`config.mk`:
```
export PLATFORM = sky130hd
export DESIGN_NAME = rtcsub_top
export DESIGN_NICKNAME = d
export VERILOG_FILES = /design/src/verilog/rtcsub_pkg.sv /design/src/verilog/rtcsub_sec_if.sv /design/src/verilog/rtcsub_sec_counter.sv /design/src/verilog/rtcsub_top.sv
export VERILOG_INCLUDE_DIRS = /design/src /design/src/verilog
export SDC_FILE = /design/constraint.sdc
export NUM_CORES = 1
export LEC_CHECK = 0
export CORE_UTILIZATION = 45
export CTS_BUF_LIST = sky130_fd_sc_hd__clkbuf_2 sky130_fd_sc_hd__clkbuf_4 sky130_fd_sc_hd__clkbuf_8
export DETAILED_ROUTE_END_ITERATION = 10
export DONT_BUFFER_PORTS = 1
export MAX_ROUTING_LAYER = met4
export PLACE_DENSITY_LB_ADDON = 0.08
export SLEW_MARGIN = 0
export SYNTH_ARGS = -nofsm -noshare
export SYNTH_HDL_FRONTEND = slang
export SYNTH_HIERARCHICAL = 1
export SYNTH_SLANG_ARGS = --single-unit
```
`constraint.sdc`:
```
create_clock -name ref_clk -period 3.2 [get_ports ref_clk]
set_input_delay 0.48 -clock ref_clk [delete_from_list [all_inputs] [get_ports ref_clk]]
set_output_delay 0.48 -clock ref_clk [all_outputs]
set_load 0.01 [all_outputs]
```
`src/verilog/rtcsub_cfg.svh`:
```
// constants for the seconds base of the real-time counter
// assumes one 50 MHz system clock and a CPU-side byte-addressed bus
`ifndef RTCSUB_CFG_SVH
`define RTCSUB_CFG_SVH

// ====================================================================
// register map
`define RTCSUB_SUB_OFS      20'h0_FFF90
`define RTCSUB_SEC_OFS      20'h0_FFF92
`define RTCSUB_SUB_RST      16'h0000
`define RTCSUB_SEC_RST      7'h00

// ====================================================================
// field layout of the seconds register
`define RTCSUB_UNITS_LSB    0
`define RTCSUB_UNITS_MSB    3
`define RTCSUB_TENS_LSB     4
`define RTCSUB_TENS_MSB     6
`define RTCSUB_UNITS_MAX    4'h9
`define RTCSUB_TENS_MAX     3'h5

// ====================================================================
// sub-second counter range and rate trim
`define RTCSUB_SUB_TOP      16'h7FFF
`define RTCSUB_TRIM_UP_BIT  7

// ====================================================================
// timing
`define RTCSUB_CLK_HZ       50000000
`define RTCSUB_CNT_HZ       32768
`define RTCSUB_XFER_PERIODS 2
`define RTCSUB_XFER_CYCLES  ((`RTCSUB_XFER_PERIODS * `RTCSUB_CLK_HZ) / `RTCSUB_CNT_HZ)
`define RTCSUB_FIX_PERIODS  1
`define RTCSUB_FIX_CYCLES   ((`RTCSUB_FIX_PERIODS * `RTCSUB_CLK_HZ) / `RTCSUB_CNT_HZ)

`endif

```
`src/verilog/rtcsub_pkg.sv`:
```
// types shared by the seconds base of the real-time counter
// assumes nothing of its surroundings
`default_nettype none

package rtcsub_pkg;

	// state of the seconds write buffer
	typedef enum logic {
		RTCSUB_BUF_IDLE,
		RTCSUB_BUF_PEND
	} rtcsub_buf_t;

	// seconds value without the always-zero top bit
	typedef logic [6:0] rtcsub_bcd_t;

endpackage

`default_nettype wire

```
`src/verilog/rtcsub_sec_if.sv`:
```
// link between the sub-second logic and the seconds counter
// assumes both ends run on ref_clk
`timescale 1ns/1ns
`default_nettype none

interface rtcsub_sec_if;
	logic                   clkEn;
	logic                   tick;
	logic                   overflow;
	logic                   load;
	rtcsub_pkg::rtcsub_bcd_t loadValue;
	rtcsub_pkg::rtcsub_bcd_t secValue;
	logic                   carry;

	modport ctrl (
		output clkEn,
		output tick,
		output overflow,
		output load,
		output loadValue,
		input  secValue,
		input  carry
	);

	modport counter (
		input  clkEn,
		input  tick,
		input  overflow,
		input  load,
		input  loadValue,
		output secValue,
		output carry
	);
endinterface

`default_nettype wire

```
`src/verilog/rtcsub_sec_counter.sv`:
```
// bcd seconds counter, 00 to 59, with buffered load and carry out
// assumes tick is a one-cycle pulse per count-clock period
`timescale 1ns/1ns
`default_nettype none
`include "rtcsub_cfg.svh"

module rtcsub_sec_counter (
	input  wire logic         ref_clk,
	input  wire logic         rstn,
	rtcsub_sec_if.counter     secIf
);

	rtcsub_pkg::rtcsub_bcd_t secCount_reg;
	rtcsub_pkg::rtcsub_bcd_t secCount_next;
	logic                    carry_reg;
	logic                    carry_next;
	logic [3:0]              units;
	logic [2:0]              tens;
	logic                    valid;

	assign units = secCount_reg[`RTCSUB_UNITS_MSB:`RTCSUB_UNITS_LSB];
	assign tens  = secCount_reg[`RTCSUB_TENS_MSB:`RTCSUB_TENS_LSB];
	assign valid = (units <= `RTCSUB_UNITS_MAX) && (tens <= `RTCSUB_TENS_MAX);

	// ====================================================================
	// next value
	always_comb begin
		secCount_next = secCount_reg;
		carry_next    = 1'b0;
		if (secIf.tick) begin
			if (secIf.load) begin
				secCount_next = secIf.loadValue;
			end else if (!valid) begin
				secCount_next = `RTCSUB_SEC_RST;
			end else if (secIf.overflow) begin
				if (units == `RTCSUB_UNITS_MAX) begin
					if (tens == `RTCSUB_TENS_MAX) begin
						secCount_next = `RTCSUB_SEC_RST;
						carry_next    = 1'b1;
					end else begin
						secCount_next = {tens + 3'h1, 4'h0};
					end
				end else begin
					secCount_next = {tens, units + 4'h1};
				end
			end
		end
	end

	// ====================================================================
	// state
	always_ff @(posedge ref_clk) begin
		if (!rstn) begin
			secCount_reg <= `RTCSUB_SEC_RST;
		end else if (secIf.clkEn) begin
			secCount_reg <= secCount_next;
		end
	end

	always_ff @(posedge ref_clk) begin
		if (!rstn) begin
			carry_reg <= 1'b0;
		end else if (secIf.clkEn) begin
			carry_reg <= carry_next;
		end
	end

	assign secIf.secValue = secCount_reg;
	assign secIf.carry    = carry_reg;

endmodule

`default_nettype wire

```
`src/verilog/rtcsub_top.sv`:
```
// seconds base of the real-time counter: sub-second counter,
// seconds write buffer and register read-back
// assumes a synchronous CPU-side bus with byte addresses and a
// 50 MHz ref_clk from which the 32.768 kHz count tick is derived
`timescale 1ns/1ns
`default_nettype none
`include "rtcsub_cfg.svh"

module rtcsub_top #(
	parameter int ADDR_W = 20,
	parameter int CLK_HZ = `RTCSUB_CLK_HZ,
	parameter int CNT_HZ = `RTCSUB_CNT_HZ
) (
	input  wire logic              ref_clk,
	input  wire logic              rstn,
	input  wire logic              clkEn,
	input  wire logic [ADDR_W-1:0] busAddr,
	input  wire logic              busWr,
	input  wire logic              busRd,
	input  wire logic              busWide,
	input  wire logic [15:0]       busWdata,
	output logic      [15:0]       busRdata,
	output logic                   busRvalid,
	input  wire logic [7:0]        rate_trim_setting,
	output logic      [15:0]       sub_second_count,
	output logic      [7:0]        whole_second_count,
	output logic                   secCarry
);

	localparam int ACC_W = 27;
	localparam logic [ACC_W-1:0] ACC_STEP = ACC_W'(CNT_HZ);
	localparam logic [ACC_W-1:0] ACC_WRAP = ACC_W'(CLK_HZ);

	rtcsub_sec_if secIf ();

	// ====================================================================
	// count tick: fractional divider from ref_clk to 32.768 kHz
	logic [ACC_W-1:0] phase_reg;
	logic [ACC_W-1:0] phase_next;
	logic [ACC_W-1:0] phaseSum;
	logic             cntTick;

	// remainder carries over, so the tick rate never drifts
	assign phaseSum = phase_reg + ACC_STEP;
	assign cntTick  = (phaseSum >= ACC_WRAP);

	always_comb begin
		phase_next = phaseSum;
		if (cntTick) begin
			phase_next = phaseSum - ACC_WRAP;
		end
	end

	always_ff @(posedge ref_clk) begin
		if (!rstn) begin
			phase_reg <= '0;
		end else if (clkEn) begin
			phase_reg <= phase_next;
		end
	end

	// ====================================================================
	// bus decode
	logic subHit;
	logic secHit;
	logic secWrite;

	assign subHit   = (busAddr == ADDR_W'(`RTCSUB_SUB_OFS)) && busWide;
	assign secHit   = (busAddr == ADDR_W'(`RTCSUB_SEC_OFS)) && !busWide;
	assign secWrite = busWr && secHit;

	// ====================================================================
	// sub-second counter with rate trim
	logic [15:0] subCount_reg;
	logic [15:0] subCount_next;
	logic [15:0] subLimit;
	logic [15:0] trimMag;
	logic        subOverflow;

	assign trimMag = {9'h000, rate_trim_setting[6:0]};

	always_comb begin
		if (rate_trim_setting[`RTCSUB_TRIM_UP_BIT]) begin
			subLimit = `RTCSUB_SUB_TOP + trimMag;
		end else begin
			subLimit = `RTCSUB_SUB_TOP - trimMag;
		end
	end

	// compare with >= so a trim step down never strands the count above the top
	assign subOverflow = cntTick && (subCount_reg >= subLimit);

	always_comb begin
		subCount_next = subCount_reg;
		if (secWrite) begin
			subCount_next = `RTCSUB_SUB_RST;
		end else if (subOverflow) begin
			subCount_next = `RTCSUB_SUB_RST;
		end else if (cntTick) begin
			subCount_next = subCount_reg + 16'h0001;
		end
	end

	always_ff @(posedge ref_clk) begin
		if (!rstn) begin
			subCount_reg <= `RTCSUB_SUB_RST;
		end else if (clkEn) begin
			subCount_reg <= subCount_next;
		end
	end

	// ====================================================================
	// seconds write buffer
	rtcsub_pkg::rtcsub_buf_t bufState_reg;
	rtcsub_pkg::rtcsub_buf_t bufState_next;
	rtcsub_pkg::rtcsub_bcd_t secBuf_reg;

	// data bits 7 and up dropped, so bit 7 always reads zero
	always_ff @(posedge ref_clk) begin
		if (!rstn) begin
			secBuf_reg <= `RTCSUB_SEC_RST;
		end else if (clkEn && secWrite) begin
			secBuf_reg <= busWdata[6:0];
		end
	end

	always_comb begin
		bufState_next = bufState_reg;
		case (bufState_reg)
			rtcsub_pkg::RTCSUB_BUF_IDLE: begin
				if (secWrite) begin
					bufState_next = rtcsub_pkg::RTCSUB_BUF_PEND;
				end
			end
			rtcsub_pkg::RTCSUB_BUF_PEND: begin
				if (cntTick && !secWrite) begin
					bufState_next = rtcsub_pkg::RTCSUB_BUF_IDLE;
				end
			end
			default: begin
				bufState_next = rtcsub_pkg::RTCSUB_BUF_IDLE;
			end
		endcase
	end

	always_ff @(posedge ref_clk) begin
		if (!rstn) begin
			bufState_reg <= rtcsub_pkg::RTCSUB_BUF_IDLE;
		end else if (clkEn) begin
			bufState_reg <= bufState_next;
		end
	end

	// ====================================================================
	// seconds counter
	assign secIf.clkEn     = clkEn;
	assign secIf.tick      = cntTick;
	assign secIf.overflow  = subOverflow;
	// a write in the tick cycle defers the load, so the newest data wins
	assign secIf.load      = (bufState_reg == rtcsub_pkg::RTCSUB_BUF_PEND) && !secWrite;
	assign secIf.loadValue = secBuf_reg;

	rtcsub_sec_counter rtcsub_sec_counter_i (
		.ref_clk (ref_clk),
		.rstn    (rstn),
		.secIf   (secIf)
	);

	// ====================================================================
	// register read-back
	logic [15:0] rdata_reg;
	logic [15:0] rdata_next;
	logic        rvalid_reg;

	// wrong-width or unmapped reads answer zero
	always_comb begin
		rdata_next = 16'h0000;
		if (subHit) begin
			rdata_next = subCount_reg;
		end else if (secHit) begin
			rdata_next = {9'h000, secIf.secValue};
		end
	end

	always_ff @(posedge ref_clk) begin
		if (!rstn) begin
			rdata_reg <= 16'h0000;
		end else if (clkEn && busRd) begin
			rdata_reg <= rdata_next;
		end
	end

	always_ff @(posedge ref_clk) begin
		if (!rstn) begin
			rvalid_reg <= 1'b0;
		end else if (clkEn) begin
			rvalid_reg <= busRd;
		end
	end

	assign busRdata           = rdata_reg;
	assign busRvalid          = rvalid_reg;
	assign sub_second_count   = subCount_reg;
	assign whole_second_count = {1'b0, secIf.secValue};
	assign secCarry           = secIf.carry;

endmodule

`default_nettype wire

```
==> results_dict.tcl, run 1 <==
set metrics [dict create \
    syn2layout_area_growth_pct 8.53 \
    cts_made_buffers 9 \
    synth_seq_cells 69 \
    final_antenna_net_count 0 \
    crit_path_start_kind "flop" \
    root_buffer "clkbuf_8" \
    cp-endpoint "rtcsub_sec_counter_i/secIf.secValue[3]" \
    cp_data_arrival_time_ps 3200 \
    io_buffer_count 0 \
    syn_inst 589 \
    grt_use_total_pct 23.4 \
    worstReg2RegEnd "rtcsub_sec_counter_i/secIf.secValue[3]" \
    drive_gt1_share_pct 10.6 \
    worst_clock_skew_ps 9.94 \
    finalPower_mw 1.85 \
    worst_slew_pin_slew_ps 613 \
    fp.dieArea_um2 10800 \
    synth.avg_cell_area_um2 7.92 \
    yosysWarnings 6 \
    path_max_fanout 9 \
    drt_iter0_markers 229 \
    fillCellCount 992 \
    synthFlopType "dfxtp_1" \
    slew-limit-headroom_pct 58.9 \
    die_w_um 104 \
    fin_cells 718 \
    worstSetupPathType "flop to flop" \
    ir_worst_vdd_uv 246 \
    cts.sink_count 69 \
    outcome "finished, final reports clean" \
    synth-seq-area-share_pct 29.6 \
    max_cap_viol_count 0 \
    pwr_density_cell_nw_per_um2 366 \
    period_share_pct 91.6 \
    synth_edf_count 0 \
    endpoint_kind "flop" \
    grt_pass1_wl_um 20100 \
    overflow 0 \
    wl_per_cell_um 17.1 \
    coreArea_um2 9910 \
    die_height_um 104 \
    gp_congestion 0.838 \
    cts_max_level 3 \
    grt_max_degree 91 \
    post-place-cells 703 \
    cp.required_ps 3470 \
    ff2ff_path_depth 12 \
    num_rows 36 \
    maxSlewViolCount 0 \
    wirelength_um 12300 \
    finalNetCount 654 \
    setup_violations 0 \
    start_util_pct 47.1 \
    path_clk_slew_ps 70 \
    synth_cell_types 69 \
    cts_tree "yes" \
    antenna_found_initial 0 \
    via_per_inst 5.94 \
    rsz0062_at_grt "false" \
    dr.pass1.iters 5 \
    hpwl_um 8690 \
    clock_path_buffers 2 \
    syn_nets 662 \
    hold_buffers 0 \
    r2r_start "phase_reg[15]" \
    min_path_type "input pin to flop" \
    synthesis.area_um2 4670 \
    antenna_cells 0 \
    largest_register_ffs 20 \
    r2r_slack_ps 270 \
    drcViolationCount 0 \
    grt_pass1_vias 4024 \
    ys_async_sr_fraction_pct 0 \
    num_vias 4266 \
    max_freq_mhz 341 \
    clock_latency_ps 350 \
    ios 92 \
    p_leak_nw 1.80 \
    hold_viol_final 0 \
    min_period_ps 2930 \
    crit_path_start "phase_reg[15]" \
]
report_power, final:
group          internal, mW  leakage (nW)  total, mW  switching (mW)
Clock                 0.515         0.119      0.866           0.351
Combinational        0.0494          1.12      0.109          0.0599
Sequential            0.866         0.557      0.879          0.0124
layout by cell type (no fill, tap or decap), types with 6 or more instances in the layout:
cell	n
nand2_1	85
dfxtp_1	69
nand3_1	34
nor2_1	24
ha_1	22
inv_1	21
a31oi_1	20
a21boi_0	19
buf_4	18
nand2b_1	16
o21ai_0	16
and3_1	14
o22ai_1	14
a21oi_1	13
xnor2_1	12
mux2i_1	11
and2_1	11
nand3b_1	11
a221oi_1	10
nor3b_1	9
nor3_1	9
clkbuf_8	9
a21o_1	8
a21oi_2	7
nand4_1	6
o21ai_1	6
cells in the mapped netlist (all sizes together), types with 9 or more instances:
master   n  share of area [%]
nand2   85                6.8
dfxtp   69                 30
nand3   37                4.2
nor2    26                2.3
inv     24                1.9
ha      23                6.2
o21ai   22                2.4
a21boi  21                3.4
a31oi   21                2.8
a21oi   20                2.7
clkbuf  20                1.6
buf     18                2.7
nand2b  16                2.1
and3    14                1.9
o22ai   14                1.9
and2    12                1.6
xnor2   12                2.3
mux2i   11                2.4
nand3b  11                1.8
a221oi  10                1.9
nor3b   10                1.7
a21o     9                1.6
nor3     9               0.97
worst min path at each step:
stage / to / depth (start not counted) / slack, ps / from
final: phase_reg[16] / 1 / 220 / clkEn
after detailed placement: secBuf_reg[0] / 2 / 460 / secBuf_reg[0]
after floorplan: secBuf_reg[0] / 2 / 440 / secBuf_reg[0]
after CTS: phase_reg[16] / 1 / 200 / clkEn
after global routing: phase_reg[16] / 1 / 200 / clkEn
after global placement: secBuf_reg[3] / 2 / 460 / secBuf_reg[3]
critical path: stages (launching register included):
cell and delay [ps]:
dfxtp_1 410, ha_1 370, buf_4 200, a21oi_1 200
o21ai_0 140, and3_1 230, a21oi_2 180, a21oi_2 120
inv_2 150, nand2_1 250, a31oi_2 350, o21ai_1 90
a31oi_1 160
kinds of logic (layout without fill, tap and decap cells):
group,count (synthesis),in the layout,share of synthesized area [%]
buf+inv,64,60,6.46
fa+ha+maj,23,23,6.17
compound gates,151,151,23.2
other cells,1,1,0.0804
xor+xnor,16,16,3.00
simple gates,253,253,28.9
mux,12,12,2.60
flops,69,69,29.6
layout make-up:
cell class	instances	area [um2]	share of cell area [%]
tap	133	166	3.29
inverter	26	104	2.05
clock buffer	9	124	2.45
sequential	69	1380	27.3
clock inverter	6	113	2.22
timing repair buffer	19	155	3.06
multi-input combinational	456	3020	59.6
through the flow:
step / TNS, ps / util (%) / worst slack, ps / instance area, um2 / hold WS [ps]
finish: 0 / 51.1 / 269 / 5060 / 220
global route: 0 / 51.1 / 5.18 / 5060 / 200
CTS: 0 / 51.0 / 270 / 5060 / 201
detailed placement: 0 / 48.6 / 58.9 / 4820 / 459
global placement: 0 / 48.6 / 93.1 / 4820 / 456
floorplan: -15.5 / - / -10.0 / 4710 / 441
routing by layer:
layer	vias up	global-route usage, %	wire length (um)
met3	12	5.48	609
li1	2127	-	-
met5	-	-	0
met4	0	5.31	114
met2	89	40.1	6170
met1	2038	27.7	5390
timing repair:
item | in CTS | in global routing
gates resized for setup | 0 | 1
endpoints found under the setup margin | 0 | 3
buffers inserted | 0 | 0
Note: power is estimated with default switching activity, not from simulation.
==> inputs of run 2 (changes only) <==
CTS_CLUSTER_SIZE = 28   (was not set)
PLACE_DENSITY = 0.66   (was not set)
PLACE_DENSITY_LB_ADDON = not set   (was 0.08)
==> run 2 against run 1 <==
  * Die area stayed put
  * Critical path depth is 1 lower
  * Total power is 6.4% lower
  * Worst hold slack worse by 5.8 ps
  * Critical endpoint is now rtcsub_sec_counter_i/secIf.secValue[5]
  * Largest power group unchanged
  * Highest routed layer unchanged
==> results_dict.tcl, run 2 (synthesis gave the netlist of run 1 again) <==
set metrics [dict create \
    outcome "finished, final reports clean" \
    p_sw_mw 0.427 \
    seqCellArea_um2 1380 \
    rsz0062_at_grt "false" \
    hold_viol_final 0 \
    utilization_pct 50.5 \
    worstSetupPathType "flop to flop" \
    gp_congestion 0.851 \
    grt_pass1_vias 4018 \
    fillCellCount 962 \
    drt_iter0_markers 374 \
    pwr_density_cell_nw_per_um2 347 \
    stdcell_area_um2 5000 \
    cts_made_buffers 9 \
    multi_input_area_um2 3010 \
    drcViolationCount 0 \
    swShare_pct 24.6 \
    overflow 0 \
    cts_max_level 3 \
    fin_ws_ps 310 \
    hpwl_um 8460 \
    mostFrequentLayoutCells "nand2_1, dfxtp_1, nand3_1, nor2_1, ha_1" \
    num_vias 4322 \
    min_path_type "input pin to flop" \
    path_max_fanout 9 \
    dpl_cell_area_um2 4800 \
    cts.repair.resized 0 \
    grt_pass1_wl_um 19600 \
    grt_max_degree 91 \
    clock_path_buffers 2 \
    hold_ws_ps 214 \
    dr.pass1.iters 7 \
    path_clk_slew_ps 80 \
    antenna_cells 0 \
    coreArea_um2 9910 \
    hold_buffers 0 \
    syn2layout_area_growth_pct 7.27 \
    period_share_pct 90.3 \
    max_freq_mhz 346 \
    cts_setup_buffers 0 \
    die_height_um 104 \
    start_util_pct 47.1 \
    pwr-share-seq_pct 50.7 \
    crit_path_start_kind "flop" \
    p_int_mw 1.31 \
    clkPwrFrac_pct 42.9 \
    fp.dieArea_um2 10800 \
    setup_violations 0 \
    slew-limit-headroom_pct 60.1 \
    io_buffer_count 0 \
    worst_slew_pin_slew_ps 598 \
    cts_tree "yes" \
    final_common_cell "nand2_1" \
    ir_worst_vdd_uv 239 \
    fin_cells 718 \
    cp_data_arrival_time_ps 3150 \
    root_buffer "clkbuf_8" \
    min_period_ps 2890 \
    finalNetCount 653 \
    place_ws_ps 60.0 \
    post-place-cells 702 \
    clock_latency_ps 360 \
    antenna_found_initial 0 \
    pwr-share-comb_pct 6.4 \
    endpoint_kind "flop" \
    final_antenna_net_count 0 \
    num_rows 36 \
    wl_per_cell_um 16.5 \
    cp.required_ps 3460 \
    via_per_inst 6.02 \
    drive_gt1_share_pct 10.4 \
    p_leak_nw 1.77 \
    grt_use_total_pct 22.6 \
    wirelength_um 11900 \
    cts.sink_count 69 \
    largest_register_ffs 20 \
    max_cap_viol_count 0 \
    ios 92 \
    worst_clock_skew_ps 11.1 \
    die_w_um 104 \
    maxSlewViolCount 0 \
]
## run 2: cell types whose count changed in the layout (fill, tap and decap cells not counted), sizes merged
cell | previous run | this run
bufinv | 3 | 1
clkbuf | 9 | 11
clkinv | 5 | 3
clkinvlp | 1 | 3
buf | 19 | 18
inv | 23 | 24
## run 2: worst paths after layout
kind	start	end	slack, ps	depth (start not counted)
worst max-delay path	phase_reg[15]	rtcsub_sec_counter_i/secIf.secValue[5]	310	11
worst min-delay path	clkEn	phase_reg[16]	210	1
worst max register to register	phase_reg[15]	rtcsub_sec_counter_i/secIf.secValue[5]	310	11
worst min register to register	secBuf_reg[4]	secBuf_reg[4]	460	2
## run 2: through the flow
step / power (mW) / TNS (ps)
5_1_grt: 1.81 / 0
6_report: 1.74 / 0
3_3_place_gp: 1.01 / 0
3_5_place_dp: 1.01 / 0
4_1_cts: 1.75 / 0
2_1_floorplan: 1.00 / -15.5
## run 2: area by class of cell
cell class | count | area share [%]
multi-input combinational | 456 | 60.2
sequential | 69 | 27.6
tap | 133 | 3.33
clock buffer | 11 | 2.90
timing repair buffer | 18 | 2.70
inverter | 26 | 2.08
clock inverter | 5 | 1.17
## run 2: critical path, stage by stage, from the launching register on
cell and delay [ps]:
dfxtp_1 520, ha_1 420, xor2_1 200, and3_1 190
o21ai_0 120, a22oi_2 230, a21oi_2 100, buf_4 190
nor2_4 210, o2111ai_1 150, a221o_1 340, o211a_1 120
## run 2: metal layers
| layer | global-route usage (%) | part of all wire [%] | wire length [um] |
|---|---|---|---|
| met1 | 27.6 | 43 | 5100 |
| met2 | 36.2 | 49 | 5800 |
| met3 | 5.98 | 6.6 | 784 |
| met4 | 7.76 | 1.6 | 195 |
| met5 | - | 0 | 0 |
## run 2: power by group through the flow
stage | registers [mW] | clock network (mW) | logic [mW]
after floorplan | 0.895 | 0 | 0.108
after detailed placement | 0.900 | 0 | 0.111
after global routing | 0.880 | 0.801 | 0.126
after global placement | 0.900 | 0 | 0.107
final | 0.880 | 0.744 | 0.112
after CTS | 0.879 | 0.759 | 0.112
==> inputs of run 3 (changes only) <==
ABC_AREA = 1   (was not set)
==> run 3 against run 2 <==
  * Clock skew is 2.6 ps lower
  * Wire length is 1.8% higher
  * Worst setup slack improved by 210 ps
  * Count of clock-buffer cells in the layout decreased by 2
  * Critical endpoint is now rtcsub_sec_counter_i/secIf.secValue[0]
  * Largest cell class unchanged
  * Highest routed layer unchanged
==> results_dict.tcl, run 3 <==
set metrics [dict create \
    synth-seq-area-share_pct 28.6 \
    p_int_mw 1.30 \
    clock_path_buffers 2 \
    synth_top_family_by_area "simple AND/OR/NAND/NOR gates" \
    grt_pass1_vias 4628 \
    num_vias 4723 \
    synth.top_cells.by_count "nand2_1, inv_1, nor2_1" \
    clkPwrFrac_pct 39.0 \
    gp_congestion 0.900 \
    crit_family "simple AND/OR/NAND/NOR gates" \
    synth-xor-area-share_pct 3.05 \
    fin_cells 899 \
    crit_path_start_kind "flop" \
    max_stage_delay_ps 380 \
    wl_per_cell_um 13.4 \
    syn2layout_area_growth_pct 5.48 \
    io_buffer_count 0 \
    wirelength_um 12100 \
    cts_max_level 3 \
    synthFlopType "dfxtp_1" \
    pwr-share-comb_pct 11.3 \
    synth.mux.area_fraction_pct 0 \
    maxSlewViolCount 0 \
    pwr-share-seq_pct 49.7 \
    finalPower_mw 1.82 \
    min_path_cells 2 \
    hpwl_um 9050 \
    min-delay-start "rstn" \
    die_w_um 106 \
    multi_input_area_um2 2930 \
    yosysMostFrequentCell "nand2_1" \
    mostFrequentLayoutCells "nand2_1, inv_1, nor2_1, dfxtp_1, nand3_1" \
    drt_iter0_markers 258 \
    p_leak_nw 2.34 \
    crit_chain "ha_1 > nand2_2 > inv_1 > nor2_1 > nand4_1 > nand3_1 > nand2_1 > inv_1 > nand2_2 > nand2_4 > nand2_2 > inv_1 > nand2_1 > inv_1 > nand2_1 > a22oi_1 > nor2_1" \
    synth_edf_count 0 \
    yosysTopAreaCellShare_pct 28.6 \
    final_common_cell "nand2_1" \
    worstReg2RegEnd "rtcsub_sec_counter_i/secIf.secValue[0]" \
    num_rows 37 \
    dr.pass1.iters 4 \
    synth.avg_cell_area_um2 6.32 \
    fillCellCount 1051 \
    largest_register_ffs 20 \
    cp_slowest_cell "dfxtp_1" \
    hold_end "rtcsub_sec_counter_i/secIf.secValue[4]" \
    cts_setup_buffers 0 \
    cp.required_ps 3460 \
    synthesis.area_um2 4840 \
    yosys.area_share.adder_pct 5.95 \
    pwr_density_cell_nw_per_um2 357 \
    post-place-cells 884 \
    endpoint_kind "flop" \
    slew-limit-headroom_pct 47.8 \
    r2r_start "phase_reg[15]" \
    syn_nets 838 \
    seqCellArea_um2 1380 \
    start_util_pct 46.6 \
    drcViolationCount 0 \
    outcome "finished, final reports clean" \
    hold_buffers 0 \
    ys_async_sr_fraction_pct 0 \
    crit_buf_inv 4 \
    synth_cell_types 41 \
    worst_slew_pin_slew_ps 777 \
    cts.sink_count 69 \
    setup_violations 0 \
    max_freq_mhz 373 \
    cts_tree "yes" \
    root_buffer "clkbuf_8" \
    crit_path_start "phase_reg[15]" \
    synth_compound_area_share_pct 13.5 \
    syn_inst 765 \
    antenna_found_initial 0 \
    fp.dieArea_um2 11200 \
    r2r_slack_ps 520 \
    overflow 0 \
    ios 92 \
    cp_data_arrival_time_ps 2940 \
    path_common_cell "inv_1" \
    path_clk_slew_ps 80 \
    grt_pass1_wl_um 20900 \
    antenna_cells 0 \
    yosysWarnings 6 \
    p_sw_mw 0.518 \
    coreArea_um2 10400 \
    synth_area_leader_cell "dfxtp_1" \
    hold_viol_final 0 \
    cts_made_buffers 9 \
    fin_setup_tns_ps 0 \
    min_period_ps 2680 \
    cts.repair.resized 0 \
    min_path_type "input pin to flop" \
    die_height_um 106 \
    via_per_inst 5.25 \
    grt_use_total_pct 23.7 \
    path_max_fanout 18 \
    drive_gt1_share_pct 8.39 \
    hold_ws_ps 233 \
    finalNetCount 832 \
    yosys.area_share.simple_pct 38.1 \
    rsz0062_at_grt "false" \
    final_antenna_net_count 0 \
    period_share_pct 83.8 \
    synth.area.top_cells "dfxtp_1, nand2_1, inv_1" \
    max_cap_viol_count 0 \
    worstSetupPathType "flop to flop" \
    synth_seq_cells 69 \
    ff2ff_path_depth 17 \
    grt_max_degree 31 \
    clock_latency_ps 360 \
    worst_clock_skew_ps 8.43 \
    swShare_pct 28.4 \
    ir_worst_vdd_uv 306 \
]
==> run 3: changes by cell type after synthesis, sizes merged, moves of 16 or more <==
| cell | change |
|---|---|
| a21boi | -21 |
| a21oi | +36 |
| a31oi | -19 |
| inv | +85 |
| nand2 | +135 |
| nand2b | -16 |
| nand3 | +26 |
| nor2 | +68 |
==> run 3: power by group through the flow <==
stage	combinational (mW)	clock (mW)	sequential, mW
after floorplan	0.179	0	0.918
final	0.206	0.710	0.904
after CTS	0.206	0.725	0.904
after detailed placement	0.205	0	0.924
after global routing	0.240	0.763	0.907
after global placement	0.198	0	0.923
==> run 3: worst max-delay path by stage <==
stage / end / slack, ps / cells past startpoint
3_5_place_dp: rtcsub_sec_counter_i/secIf.secValue[0] / 180 / 21
6_report: rtcsub_sec_counter_i/secIf.secValue[0] / 520 / 17
2_1_floorplan: rtcsub_sec_counter_i/secIf.secValue[0] / 600 / 21
4_1_cts: rtcsub_sec_counter_i/secIf.secValue[0] / 510 / 17
5_1_grt: rtcsub_sec_counter_i/secIf.secValue[0] / 210 / 19
3_3_place_gp: rtcsub_sec_counter_i/secIf.secValue[0] / 320 / 19
==> run 3: logic make-up after synthesis <==
group	after synthesis
xor+xnor	16
compound gates	113
other cells	1
buf+inv	130
flops	69
fa+ha+maj	23
simple gates	413
==> run 3: worst reg2reg max path: stages, from the launching register on <==
cell and delay, ps:
dfxtp_1 380, ha_1 260, nand2_2 100, inv_1 110, nor2_1 310, nand4_1 140, nand3_1 120, nand2_1 50
inv_1 60, nand2_2 80, nand2_4 210, nand2_2 110, inv_1 130, nand2_1 90, inv_1 90, nand2_1 70
a22oi_1 190, nor2_1 70
==> run 3: stage by stage <==
step / setup slack, ps / utilization [%] / instance area (um2)
2_1_floorplan: 598 / - / 4840
3_3_place_gp: 319 / 47.4 / 4910
3_5_place_dp: 178 / 47.4 / 4910
4_1_cts: 507 / 49.2 / 5100
5_1_grt: 208 / 49.2 / 5100
6_report: 518 / 49.2 / 5100
==> run 3: cell type report <==
| cell class | count | share of cell area, % |
|---|---|---|
| well taps | 136 | 3.33 |
| flip-flops and latches | 69 | 27.1 |
| inverters | 112 | 8.24 |
| repair buffers | 1 | 0.147 |
| clock inverters | 6 | 1.28 |
| multi-input cells | 566 | 57.5 |
| clock buffers | 9 | 2.43 |
==> run 3: metal layers <==
layer  up-vias  track usage (%)  share of wire [%]
met5         -                -                  0
met4         0             7.34                1.7
met3        19             7.42                6.0
met2        96             39.9                 48
met1      2162             26.9                 45
li1       2446                -                  -
